--- src/rtl/gdfp_pkg.sv ---
// Constants, encodings and carrier types for the gate driver fault protection
package gdfp_pkg;
   localparam int unsigned CLK_HZ       = 40_000_000;
   localparam int unsigned NUM_PHASE    = 3;
   localparam int unsigned MA_W         = 12;
   // Protective turn-off fixed sink period
   localparam int unsigned TURNOFF_US   = 40;
   localparam int unsigned TURNOFF_CYC  = TURNOFF_US * (CLK_HZ / 1_000_000);
   // Auto-recovery wait of the pin-strapped version
   localparam int unsigned RETRY_MS     = 4;
   localparam int unsigned RETRY_CYC    = RETRY_MS * (CLK_HZ / 1_000);
   // Plain defaults where no figure is given
   localparam int unsigned OC_FILTER_CYC_DEF   = 40;
   localparam int unsigned GATE_SETTLE_CYC_DEF = 80;
   localparam int unsigned ENA_RESET_CYC_DEF   = 800;
   // Reset values
   localparam logic        ALARM_N_RST     = 1'h1;
   localparam logic        GENTLE_OFF_RST  = 1'h0;
   localparam logic        PUMP_RUN_RST    = 1'h1;
   // Overcurrent response selector
   localparam logic [1:0]  OC_LATCH  = 2'h0;
   localparam logic [1:0]  OC_AUTO   = 2'h1;
   localparam logic [1:0]  OC_REPORT = 2'h2;
   localparam logic [1:0]  OC_OFF    = 2'h3;

   typedef enum logic [1:0] {UV_RUN, UV_SINK, UV_FLOAT} gdfp_uv_state_type;

   // One bit per transistor; packs to {hi[2:0], lo[2:0]}
   typedef struct packed {
      logic [NUM_PHASE-1:0] hi;
      logic [NUM_PHASE-1:0] lo;
   } gdfp_gates_type;

   typedef struct packed {
      logic [1:0] oc_mode;
      logic       cycle_recover_en;
      logic       oc_shutoff_scope;
      logic       shunt_shutoff_scope;
      logic       shunt_detect_off;
      logic       drain_detect_off;
   } gdfp_oc_cfg_type;
endpackage : gdfp_pkg

--- src/rtl/gdfp_persist.sv ---
// Persistence filter: hit once the level has stood longer than LIMIT cycles
`timescale 1ns/1ps
module gdfp_persist #(
   parameter int unsigned LIMIT = 40
) (
   input  wire logic clk_sys_i,
   input  wire logic rstn_i,
   input  wire logic clr_i,
   input  wire logic level_i,
   output logic      hit_o
);
   localparam int unsigned CW = $clog2(LIMIT + 2);

   logic [CW-1:0] cnt_ff;
   logic [CW-1:0] nxt_cnt;

   always_comb
   begin
      nxt_cnt = cnt_ff;
      if (clr_i || !level_i)
         nxt_cnt = '0;
      else if (cnt_ff <= CW'(LIMIT))
         nxt_cnt = cnt_ff + CW'(1);
   end

   always_ff @(posedge clk_sys_i or negedge rstn_i)
   begin
      if (!rstn_i)
         cnt_ff <= '0;
      else
         cnt_ff <= nxt_cnt;
   end

   // Any dropout restarts the count, so glitches never qualify
   assign hit_o = (cnt_ff > CW'(LIMIT));
endmodule : gdfp_persist

--- src/rtl/gdfp_soft_sink.sv ---
// Soft-shutdown sink current table, registered output
`timescale 1ns/1ps
module gdfp_soft_sink #(
   parameter int unsigned MA_W = 12
) (
   input  wire logic            clk_sys_i,
   input  wire logic            rstn_i,
   input  wire logic [MA_W-1:0] drive_ma_i,
   output logic      [MA_W-1:0] soft_ma_o
);
   logic [MA_W-1:0] soft_ff;
   logic [MA_W-1:0] nxt_soft;

   always_comb
   begin
      case (drive_ma_i)
         12'h7D0: nxt_soft = 12'h370; // 2000 -> 880
         12'h668: nxt_soft = 12'h2E4; // 1640 -> 740
         12'h550: nxt_soft = 12'h294; // 1360 -> 660
         12'h474: nxt_soft = 12'h208; // 1140 -> 520
         12'h370: nxt_soft = 12'h17C; // 880 -> 380
         12'h2E4: nxt_soft = 12'h154; // 740 -> 340
         12'h294: nxt_soft = 12'h118; // 660 -> 280
         12'h208: nxt_soft = 12'h0F0; // 520 -> 240
         12'h17C: nxt_soft = 12'h0A0; // 380 -> 160
         12'h154: nxt_soft = 12'h078; // 340 -> 120
         12'h118: nxt_soft = 12'h03C; // 280 -> 60
         // 240 and below, and unlisted codes, use the weakest sink
         default: nxt_soft = 12'h014;
      endcase
   end

   always_ff @(posedge clk_sys_i or negedge rstn_i)
   begin
      if (!rstn_i)
         soft_ff <= 12'h014;
      else
         soft_ff <= nxt_soft;
   end

   assign soft_ma_o = soft_ff;
endmodule : gdfp_soft_sink

--- src/rtl/gdfp_top.sv ---
// Fault protection for a three-phase half-bridge gate driver
`timescale 1ns/1ps
module gdfp_top #(
   parameter int unsigned RETRY_CYC       = gdfp_pkg::RETRY_CYC,
   parameter int unsigned OC_FILTER_CYC   = gdfp_pkg::OC_FILTER_CYC_DEF,
   parameter int unsigned GATE_SETTLE_CYC = gdfp_pkg::GATE_SETTLE_CYC_DEF,
   parameter int unsigned ENA_RESET_CYC   = gdfp_pkg::ENA_RESET_CYC_DEF
) (
   input  wire logic                      clk_sys_i,
   input  wire logic                      rstn_i,
   input  wire logic                      logic_supply_low_i,
   input  wire logic                      motor_supply_low_i,
   input  wire logic                      drain_sense_supply_low_i,
   input  wire logic                      pump_rail_low_i,
   input  wire logic                      pin_strap_i,
   input  wire gdfp_pkg::gdfp_oc_cfg_type oc_cfg_i,
   input  wire logic                      gentle_off_wr_i,
   input  wire logic                      gentle_off_disable_i,
   input  wire logic                      turnoff_timing_sel_i,
   input  wire logic                      gate_monitor_off_i,
   input  wire logic [11:0]               sink_strength_set_i,
   input  wire gdfp_pkg::gdfp_gates_type  gate_cmd_i,
   input  wire gdfp_pkg::gdfp_gates_type  gate_reached_i,
   input  wire gdfp_pkg::gdfp_gates_type  gate_below_low_i,
   input  wire gdfp_pkg::gdfp_gates_type  drain_over_i,
   input  wire logic [2:0]                shunt_over_i,
   input  wire logic                      enable_i,
   input  wire logic                      alarm_clear_cmd_i,
   output gdfp_pkg::gdfp_gates_type       gate_drive_o,
   output gdfp_pkg::gdfp_gates_type       gate_oe_o,
   output logic [11:0]                    sink_ma_o,
   output logic                           pump_run_o,
   output logic                           alarm_n_out_o,
   output logic                           summary_flag_o,
   output logic                           supply_low_flag_o,
   output logic                           pump_low_flag_o,
   output logic                           oc_flag_o,
   output gdfp_pkg::gdfp_gates_type       drain_oc_flag_o,
   output logic [2:0]                     shunt_over_flag_o,
   output logic                           gate_level_fault_flag_o,
   output gdfp_pkg::gdfp_gates_type       gate_level_flag_o
);
   localparam int unsigned NB  = 2 * gdfp_pkg::NUM_PHASE;
   localparam int unsigned ENW = $clog2(ENA_RESET_CYC + 1);
   localparam int unsigned TW  = $clog2(gdfp_pkg::TURNOFF_CYC + 1);
   localparam int unsigned RW  = $clog2(RETRY_CYC + 1);

   logic [NB-1:0] cmd6, reach6, below6, dover6;
   logic          halt, uv_pwr, uv_any, clr, strap;
   assign cmd6   = gate_cmd_i;
   assign reach6 = gate_reached_i;
   assign below6 = gate_below_low_i;
   assign dover6 = drain_over_i;
   assign strap  = pin_strap_i;
   assign halt   = logic_supply_low_i;
   assign uv_pwr = motor_supply_low_i | drain_sense_supply_low_i;
   assign uv_any = uv_pwr | pump_rail_low_i;

   // Error-reset pulse on a short enable low
   logic           ena_prev_ff, nxt_ena_prev, clr_pulse_ff, nxt_clr_pulse;
   logic [ENW-1:0] ena_low_ff, nxt_ena_low;

   always_comb
   begin
      nxt_ena_prev  = enable_i;
      nxt_clr_pulse = 1'h0;
      nxt_ena_low   = ena_low_ff;
      if (!enable_i)
      begin
         if (ena_low_ff < ENW'(ENA_RESET_CYC))
            nxt_ena_low = ena_low_ff + ENW'(1);
      end
      else
      begin
         nxt_ena_low = '0;
         if (!ena_prev_ff && ena_low_ff < ENW'(ENA_RESET_CYC))
            nxt_clr_pulse = 1'h1;
      end
   end

   always_ff @(posedge clk_sys_i or negedge rstn_i)
   begin
      if (!rstn_i)
      begin
         ena_prev_ff  <= 1'h1;
         clr_pulse_ff <= 1'h0;
         ena_low_ff   <= '0;
      end
      else
      begin
         ena_prev_ff  <= nxt_ena_prev;
         clr_pulse_ff <= nxt_clr_pulse;
         ena_low_ff   <= nxt_ena_low;
      end
   end

   assign clr = alarm_clear_cmd_i | clr_pulse_ff;

   // Undervolt turn-off sequence and gentle-off setting
   gdfp_pkg::gdfp_uv_state_type uv_st_ff, nxt_uv_st;
   logic [TW-1:0] sink_cnt_ff, nxt_sink_cnt;
   logic          gentle_ff, nxt_gentle, sink_done;

   always_comb
   begin
      nxt_uv_st    = uv_st_ff;
      nxt_sink_cnt = '0;
      nxt_gentle   = gentle_off_wr_i ? gentle_off_disable_i : gentle_ff;
      sink_done    = turnoff_timing_sel_i ?
                     (sink_cnt_ff >= TW'(gdfp_pkg::TURNOFF_CYC - 1)) : (&below6);
      case (uv_st_ff)
         gdfp_pkg::UV_RUN:
            if (uv_any)
               nxt_uv_st = gdfp_pkg::UV_SINK;
         gdfp_pkg::UV_SINK:
            if (!uv_any)
               nxt_uv_st = gdfp_pkg::UV_RUN;
            else if (sink_done)
               nxt_uv_st = gdfp_pkg::UV_FLOAT;
            else
               nxt_sink_cnt = sink_cnt_ff + TW'(1);
         gdfp_pkg::UV_FLOAT:
            if (!uv_any)
               nxt_uv_st = gdfp_pkg::UV_RUN;
         default:
            nxt_uv_st = gdfp_pkg::UV_RUN;
      endcase
      if (halt)
      begin
         nxt_uv_st  = gdfp_pkg::UV_RUN;
         nxt_gentle = gdfp_pkg::GENTLE_OFF_RST;
      end
   end

   always_ff @(posedge clk_sys_i or negedge rstn_i)
   begin
      if (!rstn_i)
      begin
         uv_st_ff    <= gdfp_pkg::UV_RUN;
         sink_cnt_ff <= '0;
         gentle_ff   <= gdfp_pkg::GENTLE_OFF_RST;
      end
      else
      begin
         uv_st_ff    <= nxt_uv_st;
         sink_cnt_ff <= nxt_sink_cnt;
         gentle_ff   <= nxt_gentle;
      end
   end

   // Overcurrent and gate-level detectors
   logic [NB-1:0] dhit6, ghit6, gate_oe_ff;
   logic [2:0]    shit3;
   logic          monitor_en;
   assign monitor_en = strap | !gate_monitor_off_i;

   for (genvar g = 0; g < NB; g++)
   begin : g_gate
      gdfp_persist #(.LIMIT(OC_FILTER_CYC)) u_drain (
         .clk_sys_i (clk_sys_i),
         .rstn_i    (rstn_i),
         .clr_i     (halt),
         .level_i   (dover6[g]),
         .hit_o     (dhit6[g])
      );
      gdfp_persist #(.LIMIT(GATE_SETTLE_CYC)) u_settle (
         .clk_sys_i (clk_sys_i),
         .rstn_i    (rstn_i),
         .clr_i     (halt),
         .level_i   (gate_oe_ff[g] & ~reach6[g] & monitor_en),
         .hit_o     (ghit6[g])
      );
   end
   for (genvar s = 0; s < 3; s++)
   begin : g_shunt
      gdfp_persist #(.LIMIT(OC_FILTER_CYC)) u_shunt (
         .clk_sys_i (clk_sys_i),
         .rstn_i    (rstn_i),
         .clr_i     (halt),
         .level_i   (shunt_over_i[s]),
         .hit_o     (shit3[s])
      );
   end

   // Overcurrent flags and retry
   logic [1:0]    mode;
   logic          drain_en, shunt_en, retry_done, oc_cut, oc_any;
   logic [NB-1:0] dflag_ff, nxt_dflag, cmd_prev_ff;
   logic [2:0]    sflag_ff, nxt_sflag, dph, phase_off;
   logic [RW-1:0] rcnt_ff, nxt_rcnt;

   assign mode     = strap ? gdfp_pkg::OC_AUTO : oc_cfg_i.oc_mode;
   assign drain_en = (mode != gdfp_pkg::OC_OFF) &&
                     !(strap && oc_cfg_i.drain_detect_off);
   assign shunt_en = (mode != gdfp_pkg::OC_OFF) &&
                     (strap || !oc_cfg_i.shunt_detect_off);
   assign oc_any   = (|dflag_ff) | (|sflag_ff);

   always_comb
   begin
      nxt_dflag  = dflag_ff;
      nxt_sflag  = sflag_ff;
      nxt_rcnt   = '0;
      retry_done = 1'h0;
      if (mode == gdfp_pkg::OC_AUTO && oc_any)
      begin
         if (rcnt_ff >= RW'(RETRY_CYC - 1) ||
             (oc_cfg_i.cycle_recover_en && !strap && cmd6 != cmd_prev_ff))
            retry_done = 1'h1;
         else
            nxt_rcnt = rcnt_ff + RW'(1);
      end
      for (int i = 0; i < NB; i++)
      begin
         if ((clr && !dover6[i]) || retry_done)
            nxt_dflag[i] = 1'h0;
         if (dhit6[i] && drain_en)
            nxt_dflag[i] = 1'h1;
      end
      for (int p = 0; p < 3; p++)
      begin
         if ((clr && !shunt_over_i[p]) || retry_done)
            nxt_sflag[p] = 1'h0;
         if (shit3[p] && shunt_en)
            nxt_sflag[p] = 1'h1;
      end
      if (halt)
      begin
         nxt_dflag = '0;
         nxt_sflag = '0;
      end
   end

   always_ff @(posedge clk_sys_i or negedge rstn_i)
   begin
      if (!rstn_i)
      begin
         dflag_ff    <= '0;
         sflag_ff    <= '0;
         rcnt_ff     <= '0;
         cmd_prev_ff <= '0;
      end
      else
      begin
         dflag_ff    <= nxt_dflag;
         sflag_ff    <= nxt_sflag;
         rcnt_ff     <= nxt_rcnt;
         cmd_prev_ff <= cmd6;
      end
   end

   // Report mode never cuts drive
   assign oc_cut    = (mode == gdfp_pkg::OC_LATCH) || (mode == gdfp_pkg::OC_AUTO);
   assign dph       = dflag_ff[2:0] | dflag_ff[5:3];
   assign phase_off = !oc_cut ? 3'h0 :
      (((strap || oc_cfg_i.oc_shutoff_scope) && |dph) ? 3'h7 : dph) |
      (((strap || oc_cfg_i.shunt_shutoff_scope || oc_cfg_i.oc_shutoff_scope)
        && |sflag_ff) ? 3'h7 : sflag_ff);

   // Gate-level, supply and pump flags
   logic [NB-1:0] gflag_ff, nxt_gflag;
   logic          sup_ff, nxt_sup, pflag_ff, nxt_pflag, gdf_any;
   assign gdf_any = |gflag_ff;

   always_comb
   begin
      nxt_gflag = gflag_ff;
      for (int i = 0; i < NB; i++)
      begin
         if (clr && !ghit6[i])
            nxt_gflag[i] = 1'h0;
         if (ghit6[i])
            nxt_gflag[i] = 1'h1;
      end
      nxt_sup   = (sup_ff & ~clr) | uv_pwr;
      nxt_pflag = (pflag_ff & ~clr) | pump_rail_low_i;
      if (halt)
      begin
         nxt_gflag = '0;
         nxt_sup   = 1'h0;
         nxt_pflag = 1'h0;
      end
   end

   always_ff @(posedge clk_sys_i or negedge rstn_i)
   begin
      if (!rstn_i)
      begin
         gflag_ff <= '0;
         sup_ff   <= 1'h0;
         pflag_ff <= 1'h0;
      end
      else
      begin
         gflag_ff <= nxt_gflag;
         sup_ff   <= nxt_sup;
         pflag_ff <= nxt_pflag;
      end
   end

   // Gate outputs, sink current, pump and alarm
   logic [NB-1:0]   drv_ff, nxt_drv, nxt_oe;
   logic [11:0]     soft_ma, sink_ff, nxt_sink;
   logic            pump_ff, nxt_pump, alarm_ff, nxt_alarm, sum_ff, nxt_sum;
   logic            oc_ff, nxt_oc, gdf_ff, nxt_gdf, protect;

   gdfp_soft_sink #(.MA_W(gdfp_pkg::MA_W)) u_soft (
      .clk_sys_i  (clk_sys_i),
      .rstn_i     (rstn_i),
      .drive_ma_i (sink_strength_set_i),
      .soft_ma_o  (soft_ma)
   );

   assign protect = (uv_st_ff != gdfp_pkg::UV_RUN) || uv_any || (|phase_off);

   always_comb
   begin
      for (int i = 0; i < NB; i++)
      begin
         nxt_oe[i]  = 1'h1;
         nxt_drv[i] = cmd6[i];
         if (halt || gdf_any || uv_st_ff == gdfp_pkg::UV_FLOAT)
         begin
            nxt_oe[i]  = 1'h0;
            nxt_drv[i] = 1'h0;
         end
         else if (uv_any || uv_st_ff == gdfp_pkg::UV_SINK || phase_off[i % 3])
            nxt_drv[i] = 1'h0;
      end
      // Soft sink unless the gentle-off disable is set
      nxt_sink  = (protect && !gentle_ff) ? soft_ma : sink_strength_set_i;
      nxt_pump  = !halt && !(uv_pwr && uv_st_ff == gdfp_pkg::UV_FLOAT);
      nxt_oc    = (|nxt_dflag) | (|nxt_sflag);
      nxt_gdf   = |nxt_gflag;
      nxt_sum   = nxt_oc | nxt_sup | nxt_pflag | (|nxt_gflag);
      nxt_alarm = !(halt || uv_any || nxt_oc || (|nxt_gflag));
   end

   always_ff @(posedge clk_sys_i or negedge rstn_i)
   begin
      if (!rstn_i)
      begin
         drv_ff     <= '0;
         gate_oe_ff <= '0;
         sink_ff    <= '0;
         pump_ff    <= gdfp_pkg::PUMP_RUN_RST;
         alarm_ff   <= gdfp_pkg::ALARM_N_RST;
         sum_ff     <= 1'h0;
         oc_ff      <= 1'h0;
         gdf_ff     <= 1'h0;
      end
      else
      begin
         drv_ff     <= nxt_drv;
         gate_oe_ff <= nxt_oe;
         sink_ff    <= nxt_sink;
         pump_ff    <= nxt_pump;
         alarm_ff   <= nxt_alarm;
         sum_ff     <= nxt_sum;
         oc_ff      <= nxt_oc;
         gdf_ff     <= nxt_gdf;
      end
   end

   assign gate_drive_o            = drv_ff;
   assign gate_oe_o               = gate_oe_ff;
   assign sink_ma_o               = sink_ff;
   assign pump_run_o              = pump_ff;
   assign alarm_n_out_o           = alarm_ff;
   assign summary_flag_o          = sum_ff;
   assign supply_low_flag_o       = sup_ff;
   assign pump_low_flag_o         = pflag_ff;
   assign oc_flag_o               = oc_ff;
   assign drain_oc_flag_o         = dflag_ff;
   assign shunt_over_flag_o       = sflag_ff;
   assign gate_level_fault_flag_o = gdf_ff;
   assign gate_level_flag_o       = gflag_ff;
endmodule : gdfp_top

--- config.mk ---
export PLATFORM = sky130hd
export DESIGN_NAME = gdfp_top
export DESIGN_NICKNAME = d
export VERILOG_FILES = /design/src/rtl/gdfp_pkg.sv /design/src/rtl/gdfp_persist.sv /design/src/rtl/gdfp_soft_sink.sv /design/src/rtl/gdfp_top.sv
export SDC_FILE = /design/constraint.sdc
export NUM_CORES = 1
export LEC_CHECK = 0
export BUFFER_PORTS_ARGS = -buffer_cell sky130_fd_sc_hd__buf_2
export CAP_MARGIN = 10
export CORE_UTILIZATION = 53
export DETAILED_ROUTE_END_ITERATION = 7
export GPL_TIMING_DRIVEN = 0
export PLACE_DENSITY_LB_ADDON = 0.05
export SLEW_MARGIN = 0
export SYNTH_ARGS = -nofsm -noshare
export SYNTH_HDL_FRONTEND = slang
export SYNTH_SLANG_ARGS = --single-unit
--- constraint.sdc ---
create_clock -name clk_sys_i -period 1.9 [get_ports clk_sys_i]
set_input_delay 0.285 -clock clk_sys_i [delete_from_list [all_inputs] [get_ports clk_sys_i]]
set_output_delay 0.285 -clock clk_sys_i [all_outputs]
set_load 0.02 [all_outputs]
* After elaboration in Yosys (flattened, before gate mapping)
Cells that the tools add are included.
** Storage, ports and cells
- Memory bits (read-only) :: 0
- Output and inout port bits :: 46
- Memories :: 0
- Bits in registers :: 197
- RAM bits :: 0
- Logic and storage cells :: 382
- Latch bits :: 0
** Operators by class
- Multiply operators :: 0
- Add/sub/neg operators :: 18
- Divide/modulo/power cells :: 0
- Shift operators :: 0
- Equality and inequality tests :: 19
- Reduce and logical (&&, ||, !) cells :: 137
- Order comparisons :: 33
- Bitwise gates (word level) :: 34
- Mux-type cells :: 104
** Operator list (number)
- $mux W6 :: 20
- $pmux W10 S11 :: 1
- $mux W7 :: 12
- $add A6 B1 Y6 const B :: 9
- $gt A6 B6 Y1 const B :: 9
- $le A6 B6 Y1 const B :: 9
- $mux W1 :: 52
- $eq A12 B10 Y1 const B :: 4
- $eq A12 B11 Y1 const B :: 4
- $add A7 B1 Y7 const B :: 6
- $gt A7 B7 Y1 const B :: 6
- $le A7 B7 Y1 const B :: 6
- $logic_or A1 B1 Y1 :: 41
- $eq A12 B9 Y1 const B :: 3
- $logic_and A1 B1 Y1 :: 36
- $mux W18 :: 2
- $reduce_bool A2 Y1 :: 18
- $mux W11 :: 3
- $logic_not A1 Y1 :: 30
- $reduce_or A6 Y1 :: 4
- $mux W10 :: 2
- $add A18 B1 Y18 const B :: 1
- $ge A18 B18 Y1 const B :: 1
- $and A1 B1 Y1 :: 14
- other kinds (21) :: 52

* Longest topological paths before layout
- Word-level depth :: 15
- Depth in mapped cells :: 9
- Mapped depth without buffers :: 8

* Cells and area by module
Synthesis repeated with hierarchy kept, for this count alone.
** Second synthesis, totals
- Cells, all modules :: 1061
- Area total of the unflattened synthesis :: 10401.2 µm²
** By module, submodules not included
- gdfp_top :: area each 4167.7 µm², cells each 403, times used 1, sequential area each 2280.9 µm²
- gdfp_persist (g_gate[0].u_drain ...) :: area each 335.3 µm², cells each 35, times used 9, sequential area each 150.1 µm²
- gdfp_persist (g_gate[0].u_settle ...) :: area each 417.9 µm², cells each 45, times used 6, sequential area each 175.2 µm²
- gdfp_soft_sink :: area each 708.2 µm², cells each 73, times used 1, sequential area each 202.7 µm²

* Least setup slack after synthesis
OpenSTA, ideal clock, no wires.
- Path kind :: reg-to-reg
- Start point :: reg rcnt_ff[15]
- End point :: reg sum_ff (netlist: summary_flag_o)
- Cell stages (with the launch flop) :: 7
- Clock period less this slack :: 2.031 ns
- Required time :: 1.831 ns
- Setup slack :: -0.131 ns
- Arrival :: 1.963 ns
- Setup time :: 0.069 ns
- Path buffers :: 1
- Path through :: dfrtp_1 -> or4_1 -> o41a_1 -> o21a_1 -> buf_6 -> o32a_4 -> nand3_1
** On the way
- Cells in the longest elaborated chain, start to end :: 13
- Elaborated cells on any way between the ends :: 39
- Classes of those cells :: 1 x order compare; 22 x mux; 4 x bitwise; 12 x reduce/logical
** RTL lines
- from (decl) :: line gdfp_top.sv:190 : logic [RW-1:0] rcnt_ff, nxt_rcnt;
- from (signal assigned) :: line gdfp_top.sv:247 : rcnt_ff <= nxt_rcnt;
- $ge A18 B18 Y1 (*) :: line gdfp_top.sv:207 : if (rcnt_ff >= RW'(RETRY_CYC - 1) ||
- $logic_or A1 B1 Y1 (*) :: line gdfp_top.sv:207
- $mux W1 (*) :: line gdfp_top.sv:207
- $mux W1 (*) :: line gdfp_top.sv:205 : if (mode == gdfp_pkg::OC_AUTO && oc_any)
- $logic_or A1 B1 Y1, on equally long branches :: line gdfp_top.sv:215, gdfp_top.sv:222
- $mux W1, on equally long branches :: line gdfp_top.sv:215, gdfp_top.sv:222
- $mux W1, on equally long branches :: line gdfp_top.sv:217, gdfp_top.sv:224
- $mux W6 or $mux W3 (tied branches) :: line gdfp_top.sv:227 : if (halt)
- $reduce_or A6 Y1 or $reduce_or A3 Y1 (tied branches) :: line gdfp_top.sv:333 : nxt_oc = (|nxt_dflag) | (|nxt_sflag);
- $or A1 B1 Y1 (*) :: line gdfp_top.sv:333
- $or A1 B1 Y1 (*) (3 in series) :: line gdfp_top.sv:335 : nxt_sum = nxt_oc | nxt_sup | nxt_pflag | (|nxt_gflag);
- net nxt_sum :: line gdfp_top.sv:304 : logic pump_ff, nxt_pump, alarm_ff, nxt_alarm, sum_ff, nxt_sum;
- to (signal assigned) :: line gdfp_top.sv:359 : sum_ff <= nxt_sum;
- to (decl) :: line gdfp_top.sv:304
Mark *: on every way through the listed nets, which the timed path passes. The rest lies on a longest branch.
A chain may end at the register's enable or synchronous reset.

* Worst setup path in the final report
- Start point :: reg rcnt_ff[15]
- End point :: reg oc_ff (netlist: oc_flag_o)
** On the way
- Cells in the longest elaborated chain, start to end :: 10
- Elaborated cells on any way between the ends :: 36
- Classes of those cells :: 1 x order compare; 22 x mux; 1 x bitwise; 12 x reduce/logical
** RTL lines
- $ge A18 B18 Y1 (*) :: line gdfp_top.sv:207
- $logic_or A1 B1 Y1 (*) :: line gdfp_top.sv:207
- $mux W1 (*) :: line gdfp_top.sv:207
- $mux W1 (*) :: line gdfp_top.sv:205
- $logic_or A1 B1 Y1, on equally long branches :: line gdfp_top.sv:215, gdfp_top.sv:222
- $mux W1, on equally long branches :: line gdfp_top.sv:215, gdfp_top.sv:222
- $mux W1, on equally long branches :: line gdfp_top.sv:217, gdfp_top.sv:224
- $mux W6 or $mux W3 (tied branches) :: line gdfp_top.sv:227
- $reduce_or A6 Y1 or $reduce_or A3 Y1 (tied branches) :: line gdfp_top.sv:333
- $or A1 B1 Y1 (*) :: line gdfp_top.sv:333
- net nxt_oc :: line gdfp_top.sv:305 : logic oc_ff, nxt_oc, gdf_ff, nxt_gdf, protect;
- to (signal assigned) :: line gdfp_top.sv:360 : oc_ff <= nxt_oc;
- to (decl) :: line gdfp_top.sv:305
Marks and branches as above.

==> summary.txt <==
Outcome
  – Status: finished, violations left
  – Failing checks: negative setup slack

STA
  – RSZ-0062 raised after global routing: true
  – Final setup viols: 23
  – Max Transition Viols Final: 0
  – Fin crit period: 2.020 ns
  – Worst Setup Slack, final: -0.1202 ns
  – Worst-Margin Slew: 0.6666 ns
  – Slew HR: 55.48%
  – Hold Fails Final Rpt: 0
  – Max frequency: 495.0 MHz
  – Setup Skew: 0.007538 ns
  – Final setup TNS: -1.344 ns
  – Final period util: 106.3%

Finish
  – Area Overhead vs Synth: 20.87%
  – Most frequent cells in the layout: 187 x dfrtp_1, 179 x nor2_1, 102 x buf_2, 72 x nand2_1, 62 x xor2_1
  – Final Non-Filler Cells: 1358
  – Ant. Diodes: 0
  – Most common cell after layout, fill and taps aside: dfrtp_1
  – Layout cells sized above 1: 20.74%
  – Fin nets: 1212
  – Final Cell Area: 11480 um2

Min path
  – HP Class: input port to register
  – Worst hold endpoint: gate_drive_o[4]
  – Worst Hold Depth: 2
  – Hold Crit Start: gate_cmd_i[4]

Critical path
  – Register-to-register setup slack: -0.12 ns
  – Critical path endpoint category: register
  – Worst setup SP type: register
  – Largest delay share family, worst path: compound AO/OA/AOI/OAI gates
  – R2r endpoint: oc_flag_o
  – R2r startpoint: rcnt_ff[15]
  – Crit path max fanout: 3
  – Crit Path Class: register to register
  – Buf+Inv Stages, Crit Path: 0
  – Slowest stage delay, CP: 0.53 ns
  – Crit path DAT: 2.39 ns
  – Required time worst endpoint: 2.26 ns
  – Slowest stage cell, crit path: or4_1
  – Path depth of the worst reg2reg path: 5
  – Crit. path cell count: 5
  – CP Cell Sequence: or4_1, o41a_1, o21a_2, o32a_4, nand2_4

Clock tree
  – Inserted Clock Buffers: 17
  – CTS tree: built
  – Clock tree buffer depth: 2
  – CTS clk-pin slew, worst paths: 0.07 ns
  – CTS Sinks: 195
  – H-tree depth: 4
  – Clock latency on the worst-skew pair: 0.43 ns
  – CTS root buf: clkbuf_16

Global routing
  – Vias in the first global route: 6894
  – First-pass GRT wire length: 32970 um
  – Largest net degree at the start of global routing: 122
  – Total track usage: 22.83%
  – Global route overflow: 0
  – Antenna violations before repair: 0

Floorplanning
  – I/O pin cnt: 105
  – Height of the die: 135.9 um
  – Effective utilization at floorplan: 54.55%
  – Full die area: 18460 um2
  – Die Span X: 135.9 um
  – Core box area: 17420 um2
  – # rows: 48

Route
  – Drt first pass iters: 6
  – Post-DR wirelength/cell: 14.81 um
  – Iteration-0 DRC Markers: 508
  – Final wirelength: 20110 um
  – Routed via count: 7246
  – ANT nets after route: 0
  – DRC: 0
  – Vias per inst: 5.336

Synth
  – Synth unique cells: 59
  – Post-Syn Nets: 1059
  – EDFF count, synth: 0
  – Synth Area per Inst: 9.825 um2
  – Post-synthesis cell count: 967
  – Syn. warnings: 0
  – Ys flop type: dfrtp_1
  – Yosys reg bits: 195
  – Seq/Total Area, Yosys: 51.43%
  – Mapped Area: 9500 um2
  – Synth async-reset ratio: 100.0%

Pwr
  – Leakage power: 0.005257 uW
  – Clock Power Share: 41.2%
  – Reg power frac: 50.9%
  – Pwr Density: 733.8 nW/um2
  – Internal Power: 6411 uW
  – Design Power: 8427 uW
  – Sw power: 2017 uW
  – Sw Share: 23.93%
  – Comb pwr share: 8.0%
  – Max VDD drop: 656.0 uV

Placement
  – Buffers on Ports: 103
  – Inst Count DP: 1297
  – Area after DPL: 10360 um2
  – Hpwl dp: 14050 um
  – Routability cong.: 0.9220

Flow run
  – Max Cap Violations: 0
[power by group through the flow]
stage	Clock [uW]	Combinational [uW]	Sequential, uW
floorplan	0	293	4390
global placement	0	614	4360
detailed placement	0	637	4360
CTS	3550	664	4290
global route	3730	754	4290
finish	3470	670	4290
[through the flow]
stage          hold WS, ns  utilization (%)  setup WS (ns)
2_1_floorplan     -0.01059                -        -0.1314
3_3_place_gp        0.4086            59.13         -2.744
3_5_place_dp        0.3964            59.50        -0.5065
4_1_cts            0.09011            64.49        -0.2678
5_1_grt             0.1084            65.93        -0.1866
6_report            0.1107            65.93        -0.1202
[sequential cells by signal, summed over array words and instances, names as in the netlist, 8 cells and up]
register and cells:
g_gate.u_drain.cnt_ff 36, sink_ma_o 12, g_gate.u_settle.cnt_ff 42, g_shunt.u_shunt.cnt_ff 18, sink_cnt_ff 11, ena_low_ff 10, u_soft.soft_ma_o 8, rcnt_ff 18
[logic make-up after synthesis]
logic type,after synthesis,synth area share [%]
simple gates,444,22.46
flops,195,51.43
compound gates,119,8.152
xor+xnor,103,9.496
buf+inv,60,2.647
fa+ha+maj,33,4.346
mux,13,1.475
[layout make-up]
cell class                      count  area [um2]
Tap cell                          225       281.5
Multi-Input combinational cell    712        4623
Timing Repair Buffer              137       860.8
Clock buffer                       22       474.2
Inverter                           41       153.9
Fill cell                        1423        5933
Sequential cell                   195        4890
Clock inverter                     10       100.1
Buffer                             16       100.1
[layer usage]
layer | GRT usage [%] | share of wire, %
met1 | 31.22 | 47
met2 | 37.33 | 48
met3 | 4.176 | 4.3
met4 | 6.173 | 1.3
met5 | 0 | 0
[how the worst max path moves through the flow]
stage / start / to / slack (ns)
detailed placement: logic_supply_low_i / g_gate[0].u_settle.cnt_ff[1] / -0.51
global placement: rstn_i / sink_ma_o[4] / -2.74
floorplan: rcnt_ff[15] / summary_flag_o / -0.13
finish: rcnt_ff[15] / oc_flag_o / -0.12
global route: rcnt_ff[15] / shunt_over_flag_o[2] / -0.19
CTS: rcnt_ff[15] / oc_flag_o / -0.27
[cell usage after synthesis, drive strengths merged (3+ instances only)]
| library cell | number | area share, % |
|---|---|---|
| mux2i | 5 | 0.53 |
| or2 | 7 | 0.46 |
| dfrtp | 190 | 50 |
| a22oi | 4 | 0.32 |
| nor2b | 18 | 1.2 |
| xnor2 | 41 | 3.8 |
| nand2b | 25 | 1.6 |
| a2bb2oi | 3 | 0.28 |
| o21ai | 25 | 1.3 |
| nor3 | 14 | 0.74 |
| clkbuf | 12 | 0.47 |
| nand4 | 31 | 2.0 |
| dfstp | 5 | 1.4 |
| a31oi | 12 | 0.79 |
| xor2 | 62 | 5.7 |
| nor2 | 185 | 7.3 |
| nand2 | 74 | 2.9 |
| nand4b | 4 | 0.37 |
| nor4b | 7 | 0.65 |
| a21oi | 38 | 2.0 |
| o21a | 3 | 0.24 |
| nor4 | 5 | 0.33 |
| ha | 33 | 4.3 |
| and3 | 24 | 1.6 |
| buf | 7 | 0.55 |
| mux2 | 8 | 0.95 |
| a21o | 7 | 0.55 |
| inv | 41 | 1.6 |
| nand3 | 29 | 1.5 |
| a211oi | 3 | 0.24 |
| o22ai | 5 | 0.33 |
| and2 | 8 | 0.53 |
[repair_timing]
item | 4_1_cts | 5_1_grt
cloned | 0 | 0
hold buffers | 8 | 0
buffers inserted | 7 | 17
hold endpoints to repair | 123 | 0
setup endpoints to repair | 67 | 59
resized for setup | 31 | 41
pin swaps | 12 | 17
(Power assumes the default switching activity.)
